`src/sld_defs.svh`:
```
`ifndef SLD_DEFS_SVH
`define SLD_DEFS_SVH

// ****************************************
// Geometry
// ****************************************
`define SLD_DEFAULT_WIDTH      8
`define SLD_FIFO_DEPTH         16

// ****************************************
// Pin vector positions
// ****************************************
`define SLD_PIN_DATA           0
`define SLD_PIN_SHIFT_CLK      1
`define SLD_PIN_LATCH_CLK      2
`define SLD_PIN_DRST_B         3
`define SLD_PIN_OE_B           4
`define SLD_PIN_COUNT          5

// ****************************************
// Reset values
// ****************************************
// Clocks low, direct reset idle, outputs disabled
`define SLD_PIN_RESET          5'h18
`define SLD_STAGE_RESET        1'b1

// ****************************************
// Timing
// ****************************************
`define SLD_CLK_PERIOD_NS      50
`define SLD_LATCH_SETTLE_NS    100
`define SLD_LATCH_SETTLE_CYC \
  ((`SLD_LATCH_SETTLE_NS + `SLD_CLK_PERIOD_NS - 1) / `SLD_CLK_PERIOD_NS)

`endif

```
`src/sld_pkg.sv`:
```
package sld_pkg;

  // ****************************************
  // Command carried through the FIFO
  // ****************************************
  typedef enum logic {
    SLD_CMD_SHIFT,
    SLD_CMD_LATCH
  } sld_kind_e;

  typedef struct packed {
    sld_kind_e kind;
    logic      bit_val;
  } sld_cmd_s;

  // ****************************************
  // Engine states
  // ****************************************
  typedef enum logic {
    SLD_RUN,
    SLD_SETTLE
  } sld_state_e;

endpackage

```
`src/sld_driver.sv`:
```
// Behaviour
// RULE1 - Shift and latch act on rising edges of their own clock inputs.
// RULE2 - Every bit has a shift stage and an independently clocked latch stage.
// RULE3 - Only the serial data input loads the first shift stage.
// RULE4 - Each shift pulse moves data one stage; first stage takes the input.
// RULE5 - First stage captures the inverse of the serial data input.
// RULE6 - Latch pulse copies the whole shift register to latches and outputs.
// RULE7 - Parallel outputs are open drain: sink or released, never driven high.
// RULE8 - Cascade output always shows the last shift stage; the code holds it low while direct reset is low.
// RULE9 - Direct reset low forces outputs to reset and sets all stages.
// RULE10 - Direct reset acts without any shift or latch clock edge.
// RULE11 - Output enable high releases parallel outputs; cascade stays driven.
// RULE12 - Output enable never disturbs shift contents or shifting.
// RULE13 - Register length is a parameter of 8, 16, 24 or 32.
// RULE14 - Enabled output sinks when its latch holds low, released when high.
`timescale 1ns/1ns
`include "sld_defs.svh"
module sld_driver #(
  parameter int WIDTH      = `SLD_DEFAULT_WIDTH,
  parameter int FIFO_DEPTH = `SLD_FIFO_DEPTH
) (
  // Clock, reset, enable
  input  wire logic                      CLK_SYS,
  input  wire logic                      RST_B,
  input  wire logic                      CE,
  // Host pins
  input  wire logic                      SER_DATA_IN,
  input  wire logic                      SHIFT_CLOCK_IN,
  input  wire logic                      LATCH_CLOCK_IN,
  input  wire logic                      DIRECT_RESET_B,
  input  wire logic                      OUT_ENABLE_B,
  // Open-drain sink pins
  output logic [WIDTH-1:0]               PARALLEL_SINK_OUTPUTS_O,
  output logic [WIDTH-1:0]               PARALLEL_SINK_OUTPUTS_OE,
  // Cascade
  output logic                           SERIAL_CASCADE_OUT,
  // Status
  output logic                           IN_READY,
  output logic                           OVERRUN,
  output logic                           BUSY,
  output logic [WIDTH-1:0]               LATCHED_VIEW,
  output logic [$clog2(FIFO_DEPTH):0]    PENDING
);

  import sld_pkg::*;

  localparam int NP = `SLD_PIN_COUNT;
  // Clamp keeps a zero settle time from wrapping the counter
  localparam int SETTLE_CYC_I = (`SLD_LATCH_SETTLE_CYC < 1) ? 1 : `SLD_LATCH_SETTLE_CYC;
  localparam logic [3:0] SETTLE_CYC = 4'(SETTLE_CYC_I);
  localparam int CW = $clog2(WIDTH) + 1;

  // ****************************************
  // Pin synchronisers
  // ****************************************
  logic [NP-1:0] pin_raw;
  logic [NP-1:0] sync1_r;
  logic [NP-1:0] sync2_r;
  logic [NP-1:0] sync3_r;
  logic [NP-1:0] lvl_r;
  logic [NP-1:0] lvl_d_r;

  assign pin_raw[`SLD_PIN_DATA]      = SER_DATA_IN;
  assign pin_raw[`SLD_PIN_SHIFT_CLK] = SHIFT_CLOCK_IN;
  assign pin_raw[`SLD_PIN_LATCH_CLK] = LATCH_CLOCK_IN;
  assign pin_raw[`SLD_PIN_DRST_B]    = DIRECT_RESET_B;
  assign pin_raw[`SLD_PIN_OE_B]      = OUT_ENABLE_B;

  localparam logic [NP-1:0] PIN_RST = `SLD_PIN_RESET;

  genvar gp;
  generate
    for (gp = 0; gp < NP; gp++) begin : g_pin
      // Reset to idle pin levels so no false edge follows reset
      always_ff @(posedge CLK_SYS) begin
        if (!RST_B) begin
          sync1_r[gp] <= PIN_RST[gp];
          sync2_r[gp] <= PIN_RST[gp];
          sync3_r[gp] <= PIN_RST[gp];
        end else if (CE) begin
          sync1_r[gp] <= pin_raw[gp];
          sync2_r[gp] <= sync1_r[gp];
          sync3_r[gp] <= sync2_r[gp];
        end
      end

      // Level moves only once two stages agree: rejects one-cycle glitches
      always_ff @(posedge CLK_SYS) begin
        if (!RST_B) begin
          lvl_r[gp]   <= PIN_RST[gp];
          lvl_d_r[gp] <= PIN_RST[gp];
        end else if (CE) begin
          if (sync2_r[gp] == sync3_r[gp]) begin
            lvl_r[gp] <= sync3_r[gp];
          end
          lvl_d_r[gp] <= lvl_r[gp];
        end
      end
    end
  endgenerate

  // ****************************************
  // Event decode
  // ****************************************
  logic data_lvl;
  logic cks_rise;
  logic ckl_rise;
  logic drst_lvl;
  logic oe_dis_lvl;
  logic drst_now;

  assign data_lvl   = lvl_r[`SLD_PIN_DATA];
  // RULE1 rising edges only
  assign cks_rise   = lvl_r[`SLD_PIN_SHIFT_CLK] & ~lvl_d_r[`SLD_PIN_SHIFT_CLK];
  assign ckl_rise   = lvl_r[`SLD_PIN_LATCH_CLK] & ~lvl_d_r[`SLD_PIN_LATCH_CLK];
  assign drst_lvl   = ~lvl_r[`SLD_PIN_DRST_B];
  assign oe_dis_lvl = lvl_r[`SLD_PIN_OE_B];

  // RULE10 raw pin forces outputs at once
  // Raw pin so the pins react before the synchroniser catches up
  assign drst_now   = ~DIRECT_RESET_B | drst_lvl;

  // ****************************************
  // Command queue
  // ****************************************
  sld_cmd_s                      push_cmd;
  logic                          push_valid;
  logic                          fifo_in_ready;
  sld_cmd_s                      pop_cmd;
  logic                          pop_valid;
  logic                          pop_ready;
  logic                          pop;
  logic                          latch_pend_r;
  logic                          overrun_r;
  logic                          drop;
  logic [$clog2(FIFO_DEPTH):0]   fifo_level;

  // A latch in the same cycle as a shift waits one cycle so it sees the shift.
  // Two shift edges cannot fall in consecutive cycles after filtering.
  always_comb begin
    push_cmd   = '{kind: SLD_CMD_SHIFT, bit_val: data_lvl};
    push_valid = 1'b0;
    if (latch_pend_r) begin
      push_cmd   = '{kind: SLD_CMD_LATCH, bit_val: 1'b0};
      push_valid = 1'b1;
    end else if (cks_rise) begin
      // RULE3 only the data pin feeds the chain
      push_cmd   = '{kind: SLD_CMD_SHIFT, bit_val: data_lvl};
      push_valid = 1'b1;
    end else if (ckl_rise) begin
      push_cmd   = '{kind: SLD_CMD_LATCH, bit_val: 1'b0};
      push_valid = 1'b1;
    end
  end

  // Only shift edges are ever lost; a refused latch waits in the pending flag
  assign drop = CE & ~drst_lvl & cks_rise &
                (latch_pend_r | ~fifo_in_ready);

  always_ff @(posedge CLK_SYS) begin
    if (!RST_B) begin
      latch_pend_r <= 1'b0;
    end else if (CE) begin
      if (drst_lvl) begin
        latch_pend_r <= 1'b0;
      end else if (latch_pend_r) begin
        // Pending latch retries until the queue takes it
        latch_pend_r <= ~fifo_in_ready;
      end else if (ckl_rise && (cks_rise || !fifo_in_ready)) begin
        // Behind a same-cycle shift, or refused by a full queue
        latch_pend_r <= 1'b1;
      end
    end
  end

  // Lost events are sticky; direct reset clears them and no loss is counted under it
  always_ff @(posedge CLK_SYS) begin
    if (!RST_B) begin
      overrun_r <= 1'b0;
    end else if (CE) begin
      if (drop) begin
        overrun_r <= 1'b1;
      end else if (drst_lvl) begin
        overrun_r <= 1'b0;
      end
    end
  end

  sld_fifo #(
    .WIDTH ($bits(sld_cmd_s)),
    .DEPTH (FIFO_DEPTH)
  ) u_fifo (
    .clk       (CLK_SYS),
    .rst_b     (RST_B),
    .en        (CE),
    .flush     (drst_lvl),
    .in_valid  (push_valid & ~drst_lvl),
    .in_ready  (fifo_in_ready),
    .in_data   (push_cmd),
    .out_valid (pop_valid),
    .out_ready (pop_ready),
    .out_data  (pop_cmd),
    .level     (fifo_level)
  );

  // ****************************************
  // Engine
  // ****************************************
  sld_state_e  state_r;
  logic [3:0]  settle_r;
  logic        do_shift;
  logic        do_latch;

  assign pop_ready = (state_r == SLD_RUN) & ~drst_lvl;
  assign pop       = CE & pop_valid & pop_ready;
  assign do_shift  = pop & (pop_cmd.kind == SLD_CMD_SHIFT);
  assign do_latch  = pop & (pop_cmd.kind == SLD_CMD_LATCH);

  // Settle time after each latch stalls the drain, so the queue can fill
  always_ff @(posedge CLK_SYS) begin
    if (!RST_B) begin
      state_r  <= SLD_RUN;
      settle_r <= '0;
    end else if (CE) begin
      if (drst_lvl) begin
        state_r  <= SLD_RUN;
        settle_r <= '0;
      end else begin
        unique case (state_r)
          SLD_RUN: begin
            if (do_latch) begin
              state_r  <= SLD_SETTLE;
              settle_r <= SETTLE_CYC - 4'h1;
            end
          end
          SLD_SETTLE: begin
            if (settle_r == 4'h0) begin
              state_r <= SLD_RUN;
            end else begin
              settle_r <= settle_r - 4'h1;
            end
          end
        endcase
      end
    end
  end

  // ****************************************
  // Shift and latch stages
  // ****************************************
  logic [WIDTH-1:0] shift_r;
  logic [WIDTH-1:0] latch_r;
  logic [WIDTH-1:0] shift_in;

  // RULE5 first stage takes inverted data
  assign shift_in = {shift_r[WIDTH-2:0], ~pop_cmd.bit_val};

  // RULE13 length set by WIDTH
  // RULE2 two flops per bit
  genvar gb;
  generate
    for (gb = 0; gb < WIDTH; gb++) begin : g_bit
      // RULE12 enable pin absent from this path
      always_ff @(posedge CLK_SYS) begin
        if (!RST_B) begin
          shift_r[gb] <= `SLD_STAGE_RESET;
        end else if (CE) begin
          // RULE9 direct reset sets stages
          if (drst_lvl) begin
            shift_r[gb] <= `SLD_STAGE_RESET;
          // RULE4 one stage per pulse
          end else if (do_shift) begin
            shift_r[gb] <= shift_in[gb];
          end
        end
      end

      always_ff @(posedge CLK_SYS) begin
        if (!RST_B) begin
          latch_r[gb] <= `SLD_STAGE_RESET;
        end else if (CE) begin
          if (drst_lvl) begin
            latch_r[gb] <= `SLD_STAGE_RESET;
          // RULE6 copy whole register
          end else if (do_latch) begin
            latch_r[gb] <= shift_r[gb];
          end
        end
      end

      // Combinational so direct reset releases the pins at once
      // RULE14 sink on latched low
      // RULE11 released while disabled
      assign PARALLEL_SINK_OUTPUTS_OE[gb] = ~latch_r[gb] & ~oe_dis_lvl & ~drst_now;
    end
  endgenerate

  // ****************************************
  // Pin drive
  // ****************************************
  // RULE7 open drain, low only
  assign PARALLEL_SINK_OUTPUTS_O = '0;

  // Reads low during direct reset even though the stages are set
  // RULE8 last stage to cascade
  assign SERIAL_CASCADE_OUT = shift_r[WIDTH-1] & ~drst_now;

  // ****************************************
  // Status
  // ****************************************
  logic [CW-1:0]               shifted_r;
  logic [$clog2(FIFO_DEPTH):0] pending_r;

  // Bits shifted since last latch, saturating at the length
  always_ff @(posedge CLK_SYS) begin
    if (!RST_B) begin
      shifted_r <= '0;
    end else if (CE) begin
      if (drst_lvl || do_latch) begin
        shifted_r <= '0;
      end else if (do_shift && shifted_r != CW'(WIDTH)) begin
        shifted_r <= shifted_r + 1'b1;
      end
    end
  end

  // Registered so the level pins do not ripple from the pointer subtractor
  always_ff @(posedge CLK_SYS) begin
    if (!RST_B) begin
      pending_r <= '0;
    end else if (CE) begin
      pending_r <= fifo_level;
    end
  end

  assign IN_READY     = fifo_in_ready & ~latch_pend_r & ~drst_lvl;
  assign OVERRUN      = overrun_r;
  assign BUSY         = pop_valid | latch_pend_r | (state_r != SLD_RUN) | (shifted_r != '0);
  assign LATCHED_VIEW = latch_r;
  assign PENDING      = pending_r;

endmodule

```
`src/sld_fifo.sv`:
```
`timescale 1ns/1ns
module sld_fifo #(
  parameter int WIDTH = 2,
  parameter int DEPTH = 16
) (
  // Clock, reset, enable
  input  wire logic                     clk,
  input  wire logic                     rst_b,
  input  wire logic                     en,
  input  wire logic                     flush,
  // Fill side
  input  wire logic                     in_valid,
  output logic                          in_ready,
  input  wire logic [WIDTH-1:0]         in_data,
  // Drain side
  output logic                          out_valid,
  input  wire logic                     out_ready,
  output logic [WIDTH-1:0]              out_data,
  // Fill level
  output logic [$clog2(DEPTH):0]        level
);

  localparam int AW = $clog2(DEPTH);

  logic [WIDTH-1:0] mem_r [DEPTH];
  logic [AW:0]      wr_ptr_r;
  logic [AW:0]      rd_ptr_r;
  logic             push;
  logic             pop;

  assign level     = wr_ptr_r - rd_ptr_r;
  assign in_ready  = (level != (AW+1)'(DEPTH));
  assign out_valid = (level != '0);
  assign out_data  = mem_r[rd_ptr_r[AW-1:0]];
  assign push      = en & in_valid & in_ready & ~flush;
  assign pop       = en & out_valid & out_ready & ~flush;

  always_ff @(posedge clk) begin
    if (push) begin
      mem_r[wr_ptr_r[AW-1:0]] <= in_data;
    end
  end

  always_ff @(posedge clk) begin
    if (!rst_b) begin
      wr_ptr_r <= '0;
    end else if (en && flush) begin
      wr_ptr_r <= '0;
    end else if (push) begin
      wr_ptr_r <= wr_ptr_r + 1'b1;
    end
  end

  always_ff @(posedge clk) begin
    if (!rst_b) begin
      rd_ptr_r <= '0;
    end else if (en && flush) begin
      rd_ptr_r <= '0;
    end else if (pop) begin
      rd_ptr_r <= rd_ptr_r + 1'b1;
    end
  end

endmodule

```
`config.mk`:
```
export PLATFORM = sky130hd
export DESIGN_NAME = sld_driver
export DESIGN_NICKNAME = d
export VERILOG_FILES = /design/src/sld_pkg.sv /design/src/sld_driver.sv /design/src/sld_fifo.sv
export VERILOG_INCLUDE_DIRS = /design/src
export SDC_FILE = /design/constraint.sdc
export NUM_CORES = 1
export LEC_CHECK = 0
export BUFFER_PORTS_ARGS = -buffer_cell sky130_fd_sc_hd__buf_2
export CAP_MARGIN = 0
export CORE_MARGIN = 3
export CORE_UTILIZATION = 35
export CTS_CLUSTER_DIAMETER = 200
export DETAILED_ROUTE_END_ITERATION = 10
export GPL_ROUTABILITY_DRIVEN = 0
export PLACE_DENSITY = 0.54
export RECOVER_POWER = 100
export SYNTH_ARGS = -nofsm -noshare
export SYNTH_HDL_FRONTEND = slang
export SYNTH_SLANG_ARGS = --single-unit
```
`constraint.sdc`:
```
create_clock -name CLK_SYS -period 8.6 [get_ports CLK_SYS]
set_input_delay 2.58 -clock CLK_SYS [delete_from_list [all_inputs] [get_ports CLK_SYS]]
set_output_delay 2.58 -clock CLK_SYS [all_outputs]
set_load 0.005 [all_outputs]
```
==> summary.txt, run 1 <==
Finish
  • Area Growth Syn to Fin: 10.42%
  • Max reg flops: 32
  • Share of layout cells above drive strength 1: 7.792%
  • Nets: roughly 480
  • Diode count: 0
  • Final Non-Filler Cells: 630
  • # fillers: between 1k and 1.5k
  • Core Util, Final: ~41%
  • Most frequent cells in the layout: dfxtp_1 (68), nor2_1 (68), edfxtp_1 (32)

Place
  • Pre-CTS WS: 2.755 ns
  • Post-DP HPWL: between 6000 and 7000 um
  • DP Cell Count: 614
  • I/O Buffers: 32

Critical path
  • CP startpoint kind: input port
  • Slowest CP cell: clkbuf_1
  • Worst Path Arrival: around 6.5 ns
  • Crit path required time: about 9 ns
  • Critical setup path kind: input port to flop
  • CP max FO: 41
  • CP Cell Sequence: buf_2 > clkbuf_1 > inv_1 > o21ai_0 > or2_2 > mux2i_1
  • Buf/Inv on CP: 3
  • Setup crit end kind: flop
  • CP delay by family, top: buffers and inverters
  • Slowest Stage Delay on Critical Path: about 1.6 ns
  • Reg2reg setup slack: about 4.8 ns

Timing
  • Tcrit/Tclk final: a little over 70%
  • Layout Skew: between 0.006 and 0.007 ns
  • Fmax: between 0.15 and 0.2 GHz
  • Clock period minus worst slack: around 6.3 ns
  • Fin. Hold Viols: 0
  • Final Hold Slack: between 0.4 and 0.5 ns
  • RSZ-0062 raised after global routing: false
  • Final Max Slew Viols: between 40 and 50
  • Slew Limit Headroom: -53.32%
  • Final setup violation count: 0
  • Final worst slack: between 2 and 2.5 ns
  • Worst-Margin Slew: around 2.3 ns
  • Setup TNS: 0 ns

Drt
  • Remaining antenna violation count: 0
  • Vias per Instance: just under 5
  • Iteration-0 DRC Markers: around 170
  • Vias: between 3k and 4k
  • Drt wl/cell: roughly 15 um
  • 1st-pass router iterations: 4
  • WL final: 9271 um
  • Residual DRC: 0

Floorplan
  • Cell Rows: 40
  • I/O pins: 41
  • Die ar.: around 14000 um2
  • Initial Util: a little under two fifths
  • Chip width: between 100 and 150 um
  • Die height: roughly 120 um
  • Core ar.: approximately 12000 um2

Job
  • Maxcap violations: 1

Synth
  • Main synth FF type: dfxtp_1
  • Yosys warns: 0
  • FFs w/ async S/R, synth: 0%
  • Gate count after technology mapping: about 430
  • Mapped cell area: around 4500 um2
  • Cell variety after synth: 54
  • Post-synthesis sequential area ratio: just over 50%
  • Avg Inst Size Synth: roughly 10 um2
  • Post-synth EDFFs: 32
  • Yosys reg bits: 100

Power and ir drop
  • IR drop worst, VDD: about 0.15 mV
  • Leak: approximately 0.0019 uW
  • Pwr dens: between 200 and 250 nW/um2

Global route
  • Initial antenna violation count: 0
  • First-pass GRT wire length: between 15000 and 20000 um
  • Grt total ovfl: 0
  • Tot GR Track Use: 13.68%
  • Vias in the first global route: 2982
  • Largest net degree at the start of global routing: 42

Clocking
  • Clk sinks: 100
  • Clock Latency Late Sink: roughly 0.35 ns
  • Root buffer cell: clkbuf_16
  • Postcts setup bufs: 0
  • Hold buffer count at CTS: 0
  • Worst-case clock buffer depth: 2
  • TritonCTS Buffers: 9
  • Resize count post-CTS: 0
  • CTS clk-pin slew, worst paths: about 0.07 ns
  • H-tree levels: 3
  • CTS tree: built

Hold path
  • Worst hold path type: flop to flop

Outcome
  • Status: finished with violations
  • Failing checks: capacitance limit, slew limit
-- logic make-up (layout without fill, tap and decap cells) --
kind of cell / Yosys count / count (layout) / synth area share (%)
AND/OR/NAND/NOR: 153 / 153 / 15.75
flip-flops: 100 / 100 / 51.30
AO/OA/AOI/OAI: 73 / 73 / 10.86
buffers and inverters: 48 / 70 / 5.113
multiplexers: 33 / 33 / 10.72
adder cells (fa/ha/maj): 14 / 14 / 4.035
XOR/XNOR: 11 / 11 / 2.128
other: 1 / 8 / 0.08284
-- worst reg2reg max path: stages (launching register included) --
cell and delay [ns]:
dfxtp_1 0.41, inv_1 0.11, ha_1 0.20, inv_1 0.07, fa_1 0.43, nand3b_1 0.18, a211o_1 0.28, a2bb2o_1 0.39
a41oi_1 1.11, nand2_1 0.25, o22a_1 0.26
-- worst paths after layout --
| path | start | endpoint | cells past startpoint |
|---|---|---|---|
| worst max-delay path | CE | u_fifo.wr_ptr_r[4] | 6 |
| worst min-delay path | sync3_r[1] | lvl_r[1] | 2 |
| worst max register to register | u_fifo.wr_ptr_r[0] | LATCHED_VIEW[1] | 10 |
| worst min register to register | sync3_r[1] | lvl_r[1] | 2 |
-- through the flow --
| stage | instance area (um2) | power, uW |
|---|---|---|
| 2_1_floorplan | 4553 | 735.4 |
| 3_3_place_gp | 4778 | 786.9 |
| 3_5_place_dp | 4778 | 791.5 |
| 4_1_cts | 5047 | 1164 |
| 5_1_grt | 4999 | 1203 |
| 6_report | 4999 | 1135 |
-- synthesized netlist by cell type (3+ instances only) --
cell | number | share of area [%]
nor2_1 | 68 | 5.6
nand4_1 | 3 | 0.41
mux2i_1 | 23 | 5.1
buf_4 | 9 | 1.5
o22a_1 | 3 | 0.58
or3_1 | 3 | 0.41
inv_1 | 20 | 1.7
nor3_1 | 10 | 1.1
xor2_1 | 4 | 0.77
nand3_1 | 10 | 1.1
a21oi_1 | 25 | 2.8
nand2_1 | 31 | 2.6
dfxtp_1 | 68 | 30
nand2b_1 | 6 | 0.83
edfxtp_1 | 32 | 21
a21o_1 | 4 | 0.66
o21ai_0 | 14 | 1.5
clkbuf_1 | 12 | 0.99
mux4_1 | 8 | 4.6
xnor2_1 | 7 | 1.4
a31oi_1 | 5 | 0.69
nand3b_1 | 10 | 1.7
a211oi_1 | 5 | 0.83
ha_1 | 13 | 3.6
-- final cells by class --
class / count / area (um2) / share of cell area (%)
inverters: 21 / 78.83 / 1.577
well taps: 168 / 210.2 / 4.205
flip-flops and latches: 100 / 2322 / 46.46
clock inverters: 6 / 40.04 / 0.8010
clock buffers: 10 / 229.0 / 4.581
multi-input cells: 292 / 1969 / 39.40
repair buffers: 33 / 148.9 / 2.979
-- routing by layer --
metal,track usage [%],share of wire (%)
met1,17.42,48
met2,22.18,47
met3,4.383,3.4
met4,4.295,1.4
met5,0,0
-- report_power, final --
group | switching [uW] | leakage (uW) | internal, uW
Combinational | 136 | 0.000902 | 94.0
Sequential | 28.0 | 0.000848 | 508
Clock | 173 | 0.000131 | 196
Total | 337 | 0.00188 | 798
Power figures use the tool's default switching activity.
==> inputs of run 2 (changes only) <==
--- a/config.mk
+++ b/config.mk
@@ -13,7 +13,7 @@
 export CTS_CLUSTER_DIAMETER = 200
 export DETAILED_ROUTE_END_ITERATION = 10
 export GPL_ROUTABILITY_DRIVEN = 0
-export PLACE_DENSITY = 0.54
+export PLACE_DENSITY = 0.56
 export RECOVER_POWER = 100
 export SYNTH_ARGS = -nofsm -noshare
 export SYNTH_HDL_FRONTEND = slang
==> constraint.sdc (replaced) <==
create_clock -name CLK_SYS -period 5.5 [get_ports CLK_SYS]
set_input_delay 1.65 -clock CLK_SYS [delete_from_list [all_inputs] [get_ports CLK_SYS]]
set_output_delay 1.65 -clock CLK_SYS [all_outputs]
set_load 0.005 [all_outputs]
==> run 2 against run 1 <==
Effect of this change: the run now ends clean; design area grew 1.1%; clock power up 66%; sequential power grew 56%; global-route usage is 0.16 points lower; setup slack got worse by 1.4 ns; sequential share of layout area is 0.52 points lower; register-to-register slack lost 3.1 ns; critical path type is now flop to output port; largest cell class unchanged; largest power group unchanged.
==> summary.txt, run 2 (synthesis gave the netlist of run 1 again) <==
Finish
  • Area Growth Syn to Fin: 11.66%
  • Nets: about 480
  • Max reg flops: 32
  • Core Util, Final: between 40% and 50%
  • Most frequent cells in the layout: dfxtp_1 (68), nor2_1 (68), edfxtp_1 (32)
  • # fillers: ~1.2k
  • Share of layout cells above drive strength 1: about 10%
  • Diode count: 0

Power and ir drop
  • Comb power frac: 20.3%
  • Pwr dens: around 360 nW/um2
  • Leak: between 0.0015 and 0.002 uW
  • Pint: ~1300 uW
  • Share of power burned in registers: between 40% and 50%
  • IR drop worst, VDD: roughly 0.25 mV
  • Switch Pwr: about 560 uW
  • Clk network pwr share: roughly a third
  • Switching share of power: approximately 30%

Timing
  • Layout Skew: approximately 0.013 ns
  • Worst-Margin Slew: 1.325 ns
  • Fmax: around 0.22 GHz
  • RSZ-0062 raised after global routing: false
  • Final Hold Slack: around 0.47 ns
  • Tcrit/Tclk final: between 80 and 90%
  • Final setup violation count: 0
  • Slew Limit Headroom: a little over a tenth
  • Fin. Hold Viols: 0
  • Setup TNS: 0 ns
  • Clock period minus worst slack: ~4.6 ns
  • Final Max Slew Viols: 0

Critical path
  • Worst path most repeated cell: inv_1
  • CP max FO: 5
  • Slowest Stage Delay on Critical Path: approximately 0.47 ns
  • Setup crit end kind: output port
  • CP delay by family, top: simple AND/OR/NAND/NOR gates
  • CP Cell Sequence: inv_1 > ha_1 > inv_1 > fa_1 > nor3b_1 > nand4_1 > a211oi_1 > nor2_1 > and2_1 > buf_2
  • Worst Path Arrival: 2.91 ns
  • Crit path required time: around 3.9 ns
  • Slowest CP cell: a211oi_1
  • Critical setup path kind: flop to output port
  • Buf/Inv on CP: 3
  • CP startpoint kind: flop

Clocking
  • Clk sinks: 100
  • Root buffer cell: clkbuf_16
  • CTS clk-pin slew, worst paths: 0.07 ns
  • TritonCTS Buffers: 9
  • Clock Latency Late Sink: 0.36 ns
  • Resize count post-CTS: 0
  • CTS tree: built
  • Worst-case clock buffer depth: 2
  • Postcts setup bufs: 0
  • H-tree levels: 3
  • Hold buffer count at CTS: 0

Floorplan
  • Cell Rows: 40
  • Die height: 119.7 um
  • I/O pins: 41
  • Core ar.: between 10000 and 15000 um2
  • Die ar.: approximately 14000 um2
  • Initial Util: a little under two fifths
  • Chip width: around 120 um

Global route
  • Vias in the first global route: 3043
  • First-pass GRT wire length: 15360 um
  • Largest net degree at the start of global routing: between 40 and 50
  • Initial antenna violation count: 0
  • Grt total ovfl: 0
  • Tot GR Track Use: a little over an eighth

Drt
  • WL final: 9108 um
  • Residual DRC: 0
  • 1st-pass router iterations: 4
  • Iteration-0 DRC Markers: 222
  • Drt wl/cell: roughly 14 um
  • Vias per Instance: ~4.9
  • Vias: about 3.1k
  • Remaining antenna violation count: 0

Place
  • Post-DP HPWL: around 6400 um
  • I/O Buffers: 32

Hold path
  • Worst hold path type: flop to flop

Job
  • Maxcap violations: 0

Outcome
  • Status: finished, final reports clean
==> run 2: cell types whose count changed in the layout (fill, tap and decap cells not counted), sizes merged <==
cell | before | now
inv | 21 | 23
clkinvlp | 0 | 1
clkinv | 6 | 4
clkbuf | 27 | 22
buf | 16 | 24
==> run 2: worst register-to-register path, cell delays in order, from the launching register on <==
cell and delay, ns:
dfxtp_1 0.42, inv_1 0.11, ha_1 0.20, inv_1 0.08
fa_1 0.43, nand3b_1 0.19, a211o_1 0.29, a2bb2o_1 0.40
a41oi_1 1.11, nand2_1 0.25, o22a_1 0.26
==> run 2: cell type report <==
class,instances,area [um2],share of cell area (%)
tap,168,210.2,4.158
multi-input combinational,292,1969,38.96
sequential,100,2322,45.94
clock inverter,7,67.56,1.337
inverter,21,78.83,1.559
clock buffer,9,225.2,4.455
timing repair buffer,37,181.4,3.589
==> run 2: power by group through the flow <==
stage                     Combinational, uW  Clock [uW]  Sequential (uW)
final                                   370         614              837
after global routing                    414         661              844
after CTS                               397         640              838
after detailed placement                395           0              855
after global placement                  384           0              854
after floorplan                         311           0              837
==> run 2: final timing paths <==
check,to,cells past startpoint,startpoint,slack (ns)
worst min register to register,data_lvl,2,sync3_r[0],0.47
worst max-delay path,IN_READY,10,u_fifo.wr_ptr_r[0],0.94
worst min-delay path,data_lvl,2,sync3_r[0],0.47
worst max register to register,LATCHED_VIEW[0],10,u_fifo.wr_ptr_r[0],1.65
==> run 2: routing by layer <==
layer	vias to the layer above	GRT usage, %	part of all wire (%)
li1	1581	-	-
met1	1489	17.49	48
met2	54	21.61	47
met3	8	3.440	3.7
met4	0	5.583	1.5
met5	-	0	0
==> run 2: per-stage QoR <==
step           setup slack [ns]  power [uW]  std cells  instance area, um2
2_1_floorplan             1.701        1147        440                4553
3_3_place_gp              1.412        1237        618                4808
3_5_place_dp              1.331        1250        618                4808
4_1_cts                  0.9302        1874        634                5101
5_1_grt                  0.6992        1919        634                5055
6_report                 0.9407        1821        634                5055
==> inputs of run 3 (changes only) <==
--- a/config.mk
+++ b/config.mk
@@ -13,7 +13,7 @@
 export CTS_CLUSTER_DIAMETER = 200
 export DETAILED_ROUTE_END_ITERATION = 10
 export GPL_ROUTABILITY_DRIVEN = 0
-export PLACE_DENSITY = 0.56
+export PLACE_DENSITY = 0.54
 export RECOVER_POWER = 100
 export SYNTH_ARGS = -nofsm -noshare
 export SYNTH_HDL_FRONTEND = slang
==> constraint.sdc (replaced) <==
create_clock -name CLK_SYS -period 4.78 [get_ports CLK_SYS]
set_input_delay 1.434 -clock CLK_SYS [delete_from_list [all_inputs] [get_ports CLK_SYS]]
set_output_delay 1.434 -clock CLK_SYS [all_outputs]
set_load 0.005 [all_outputs]
==> run 3 against run 2 <==
Effect of this change: via count rose by 0.64%; cell count did not move; critical endpoint unchanged; critical path type unchanged; first-iteration DRC count shrank 24%; non-clock buffer count is the same; sequential power grew 15%; largest power group unchanged; register-to-register slack worse by 0.62 ns; critical path depth unchanged; combinational power is 15% higher; the run now ends with capacitance limit, slew limit left; total power rose by 15%; setup slack got worse by 0.50 ns.
==> summary.txt, run 3 (synthesis gave the netlist of run 1 again) <==
Power and ir drop
  • IR drop worst, VDD: 0.1843 mV
  • Pwr Total: 2088 uW
  • Pwr dens: between 400 and 500 nW/um2
  • Leak: 0.001918 uW

Outcome
  • Failing checks: capacitance limit, slew limit
  • Status: finished with violations

Timing
  • RSZ-0062 raised after global routing: false
  • Fmax: 0.2303 GHz
  • Slew Limit Headroom: -9.850%
  • Tcrit/Tclk final: between 90% and 100%
  • Layout Skew: about 0.0085 ns
  • Worst-Margin Slew: between 1.5 and 2 ns
  • Final setup violation count: 0
  • Final worst slack: 0.4373 ns
  • Setup TNS: 0 ns
  • Clock period minus worst slack: ~4.3 ns
  • Final Max Slew Viols: 40
  • Fin. Hold Viols: 0

Drt
  • 1st-pass router iterations: 4
  • Iteration-0 DRC Markers: between 150 and 200
  • Drt wl/cell: approximately 14 um
  • Vias: about 3.2k
  • WL final: approximately 9000 um
  • Remaining antenna violation count: 0
  • Residual DRC: 0
  • Vias per Instance: roughly 5

Global route
  • Largest net degree at the start of global routing: 40
  • Grt total ovfl: 0
  • Top Usage Layer GRT: met2
  • Met1 Usage GRT: between 10% and 20%
  • GRT met2 Usage: between 20% and 30%
  • Met3 Track Usage GR: between 3 and 4%
  • First-pass GRT wire length: about 15000 um
  • Initial antenna violation count: 0
  • Tot GR Track Use: 13.14%
  • Vias in the first global route: approximately 3k

Finish
  • Area of the multi-input gates: roughly 2000 um2
  • Diode count: 0
  • Max reg flops: 32
  • Fin area: 5054 um2
  • Nets: ~480
  • Most frequent cells in the layout: dfxtp_1 (68), nor2_1 (68), edfxtp_1 (32)
  • # fillers: 1232
  • Core Util, Final: about two fifths
  • Sequential cell area: roughly 2300 um2
  • Share of layout cells above drive strength 1: roughly 9%
  • Area Growth Syn to Fin: 11.64%

Critical path
  • FF-to-FF End: LATCHED_VIEW[7]
  • Reg2reg setup slack: between 1 and 1.5 ns
  • CP max FO: 5
  • Reg2reg path depth: 10
  • Critical setup path kind: flop to output port
  • Setup crit end kind: output port
  • Worst R2R Start: u_fifo.wr_ptr_r[0]
  • Crit path required time: 3.35 ns
  • CP startpoint kind: flop
  • Worst Path Arrival: just under 3 ns

Floorplan
  • I/O pins: about 40
  • Chip width: approximately 120 um
  • Core ar.: 12310 um2
  • Cell Rows: 40
  • Initial Util: between 30% and 40%
  • Die ar.: 14330 um2
  • Die height: approximately 120 um

Clocking
  • Resize count post-CTS: 0
  • Hold buffer count at CTS: 0
  • TritonCTS Buffers: 9
  • Worst-case clock buffer depth: 2
  • Clock Latency Late Sink: around 0.34 ns
  • Clk sinks: 100
  • CTS clk-pin slew, worst paths: 0.07 ns
  • CTS tree: built
  • Root buffer cell: clkbuf_16
  • Postcts setup bufs: 0
  • H-tree levels: 3

Place
  • I/O Buffers: 32
  • DP Area: around 4800 um2
  • Pre-CTS WS: ~0.8 ns
  • Post-DP HPWL: around 6500 um

Hold path
  • Hold Startpoint: sync3_r[1]
  • Hold EP: lvl_r[1]
  • Worst hold path type: flop to flop
  • Hold Path Depth: 2

Job
  • Maxcap violations: 1
==> run 3: worst max path at each step <==
stage	slack (ns)	start	cells past startpoint	end
2_1_floorplan	1.20	u_fifo.wr_ptr_r[0]	9	IN_READY
3_3_place_gp	0.94	u_fifo.wr_ptr_r[0]	10	IN_READY
3_5_place_dp	0.78	u_fifo.wr_ptr_r[0]	10	IN_READY
4_1_cts	0.38	u_fifo.wr_ptr_r[0]	10	IN_READY
5_1_grt	0.13	RST_B	7	settle_r[2]
6_report	0.44	u_fifo.wr_ptr_r[0]	10	IN_READY
==> run 3: final cells by class <==
class                           count  share of cell area, %
Tap cell                          168                  4.159
Clock buffer                        9                  4.457
Inverter                           21                  1.560
Sequential cell                   100                  45.95
Timing Repair Buffer               37                  3.342
Clock inverter                      7                  1.337
Multi-Input combinational cell    292                  39.19
==> run 3: through the flow <==
stage | instances | hold slack, ns
floorplan | 440 | 0.4357
global placement | 618 | 0.4443
detailed placement | 618 | 0.4531
CTS | 634 | 0.4641
global route | 634 | 0.4893
finish | 634 | 0.4567
==> run 3: worst max-delay path, cell delays in order, from the launching register on <==
cell	delay, ns
dfxtp_1	0.42
inv_1	0.11
ha_1	0.21
inv_1	0.08
fa_1	0.45
nor3b_1	0.23
nand4_1	0.19
a211oi_1	0.49
nor2_1	0.11
and2_0	0.16
buf_2	0.12
==> run 3: where the power goes <==
part	internal (uW)	switching, uW	leakage [uW]
clock	366	333	0.000140
sequential	914	50.8	0.000858
combinational	175	249	0.000920
==> run 3: metal layers <==
metal / up-vias / part of all wire (%)
met5: - / 0
met4: 0 / 1.1
met3: 9 / 4.1
met2: 66 / 47
met1: 1482 / 48
li1: 1595 / -
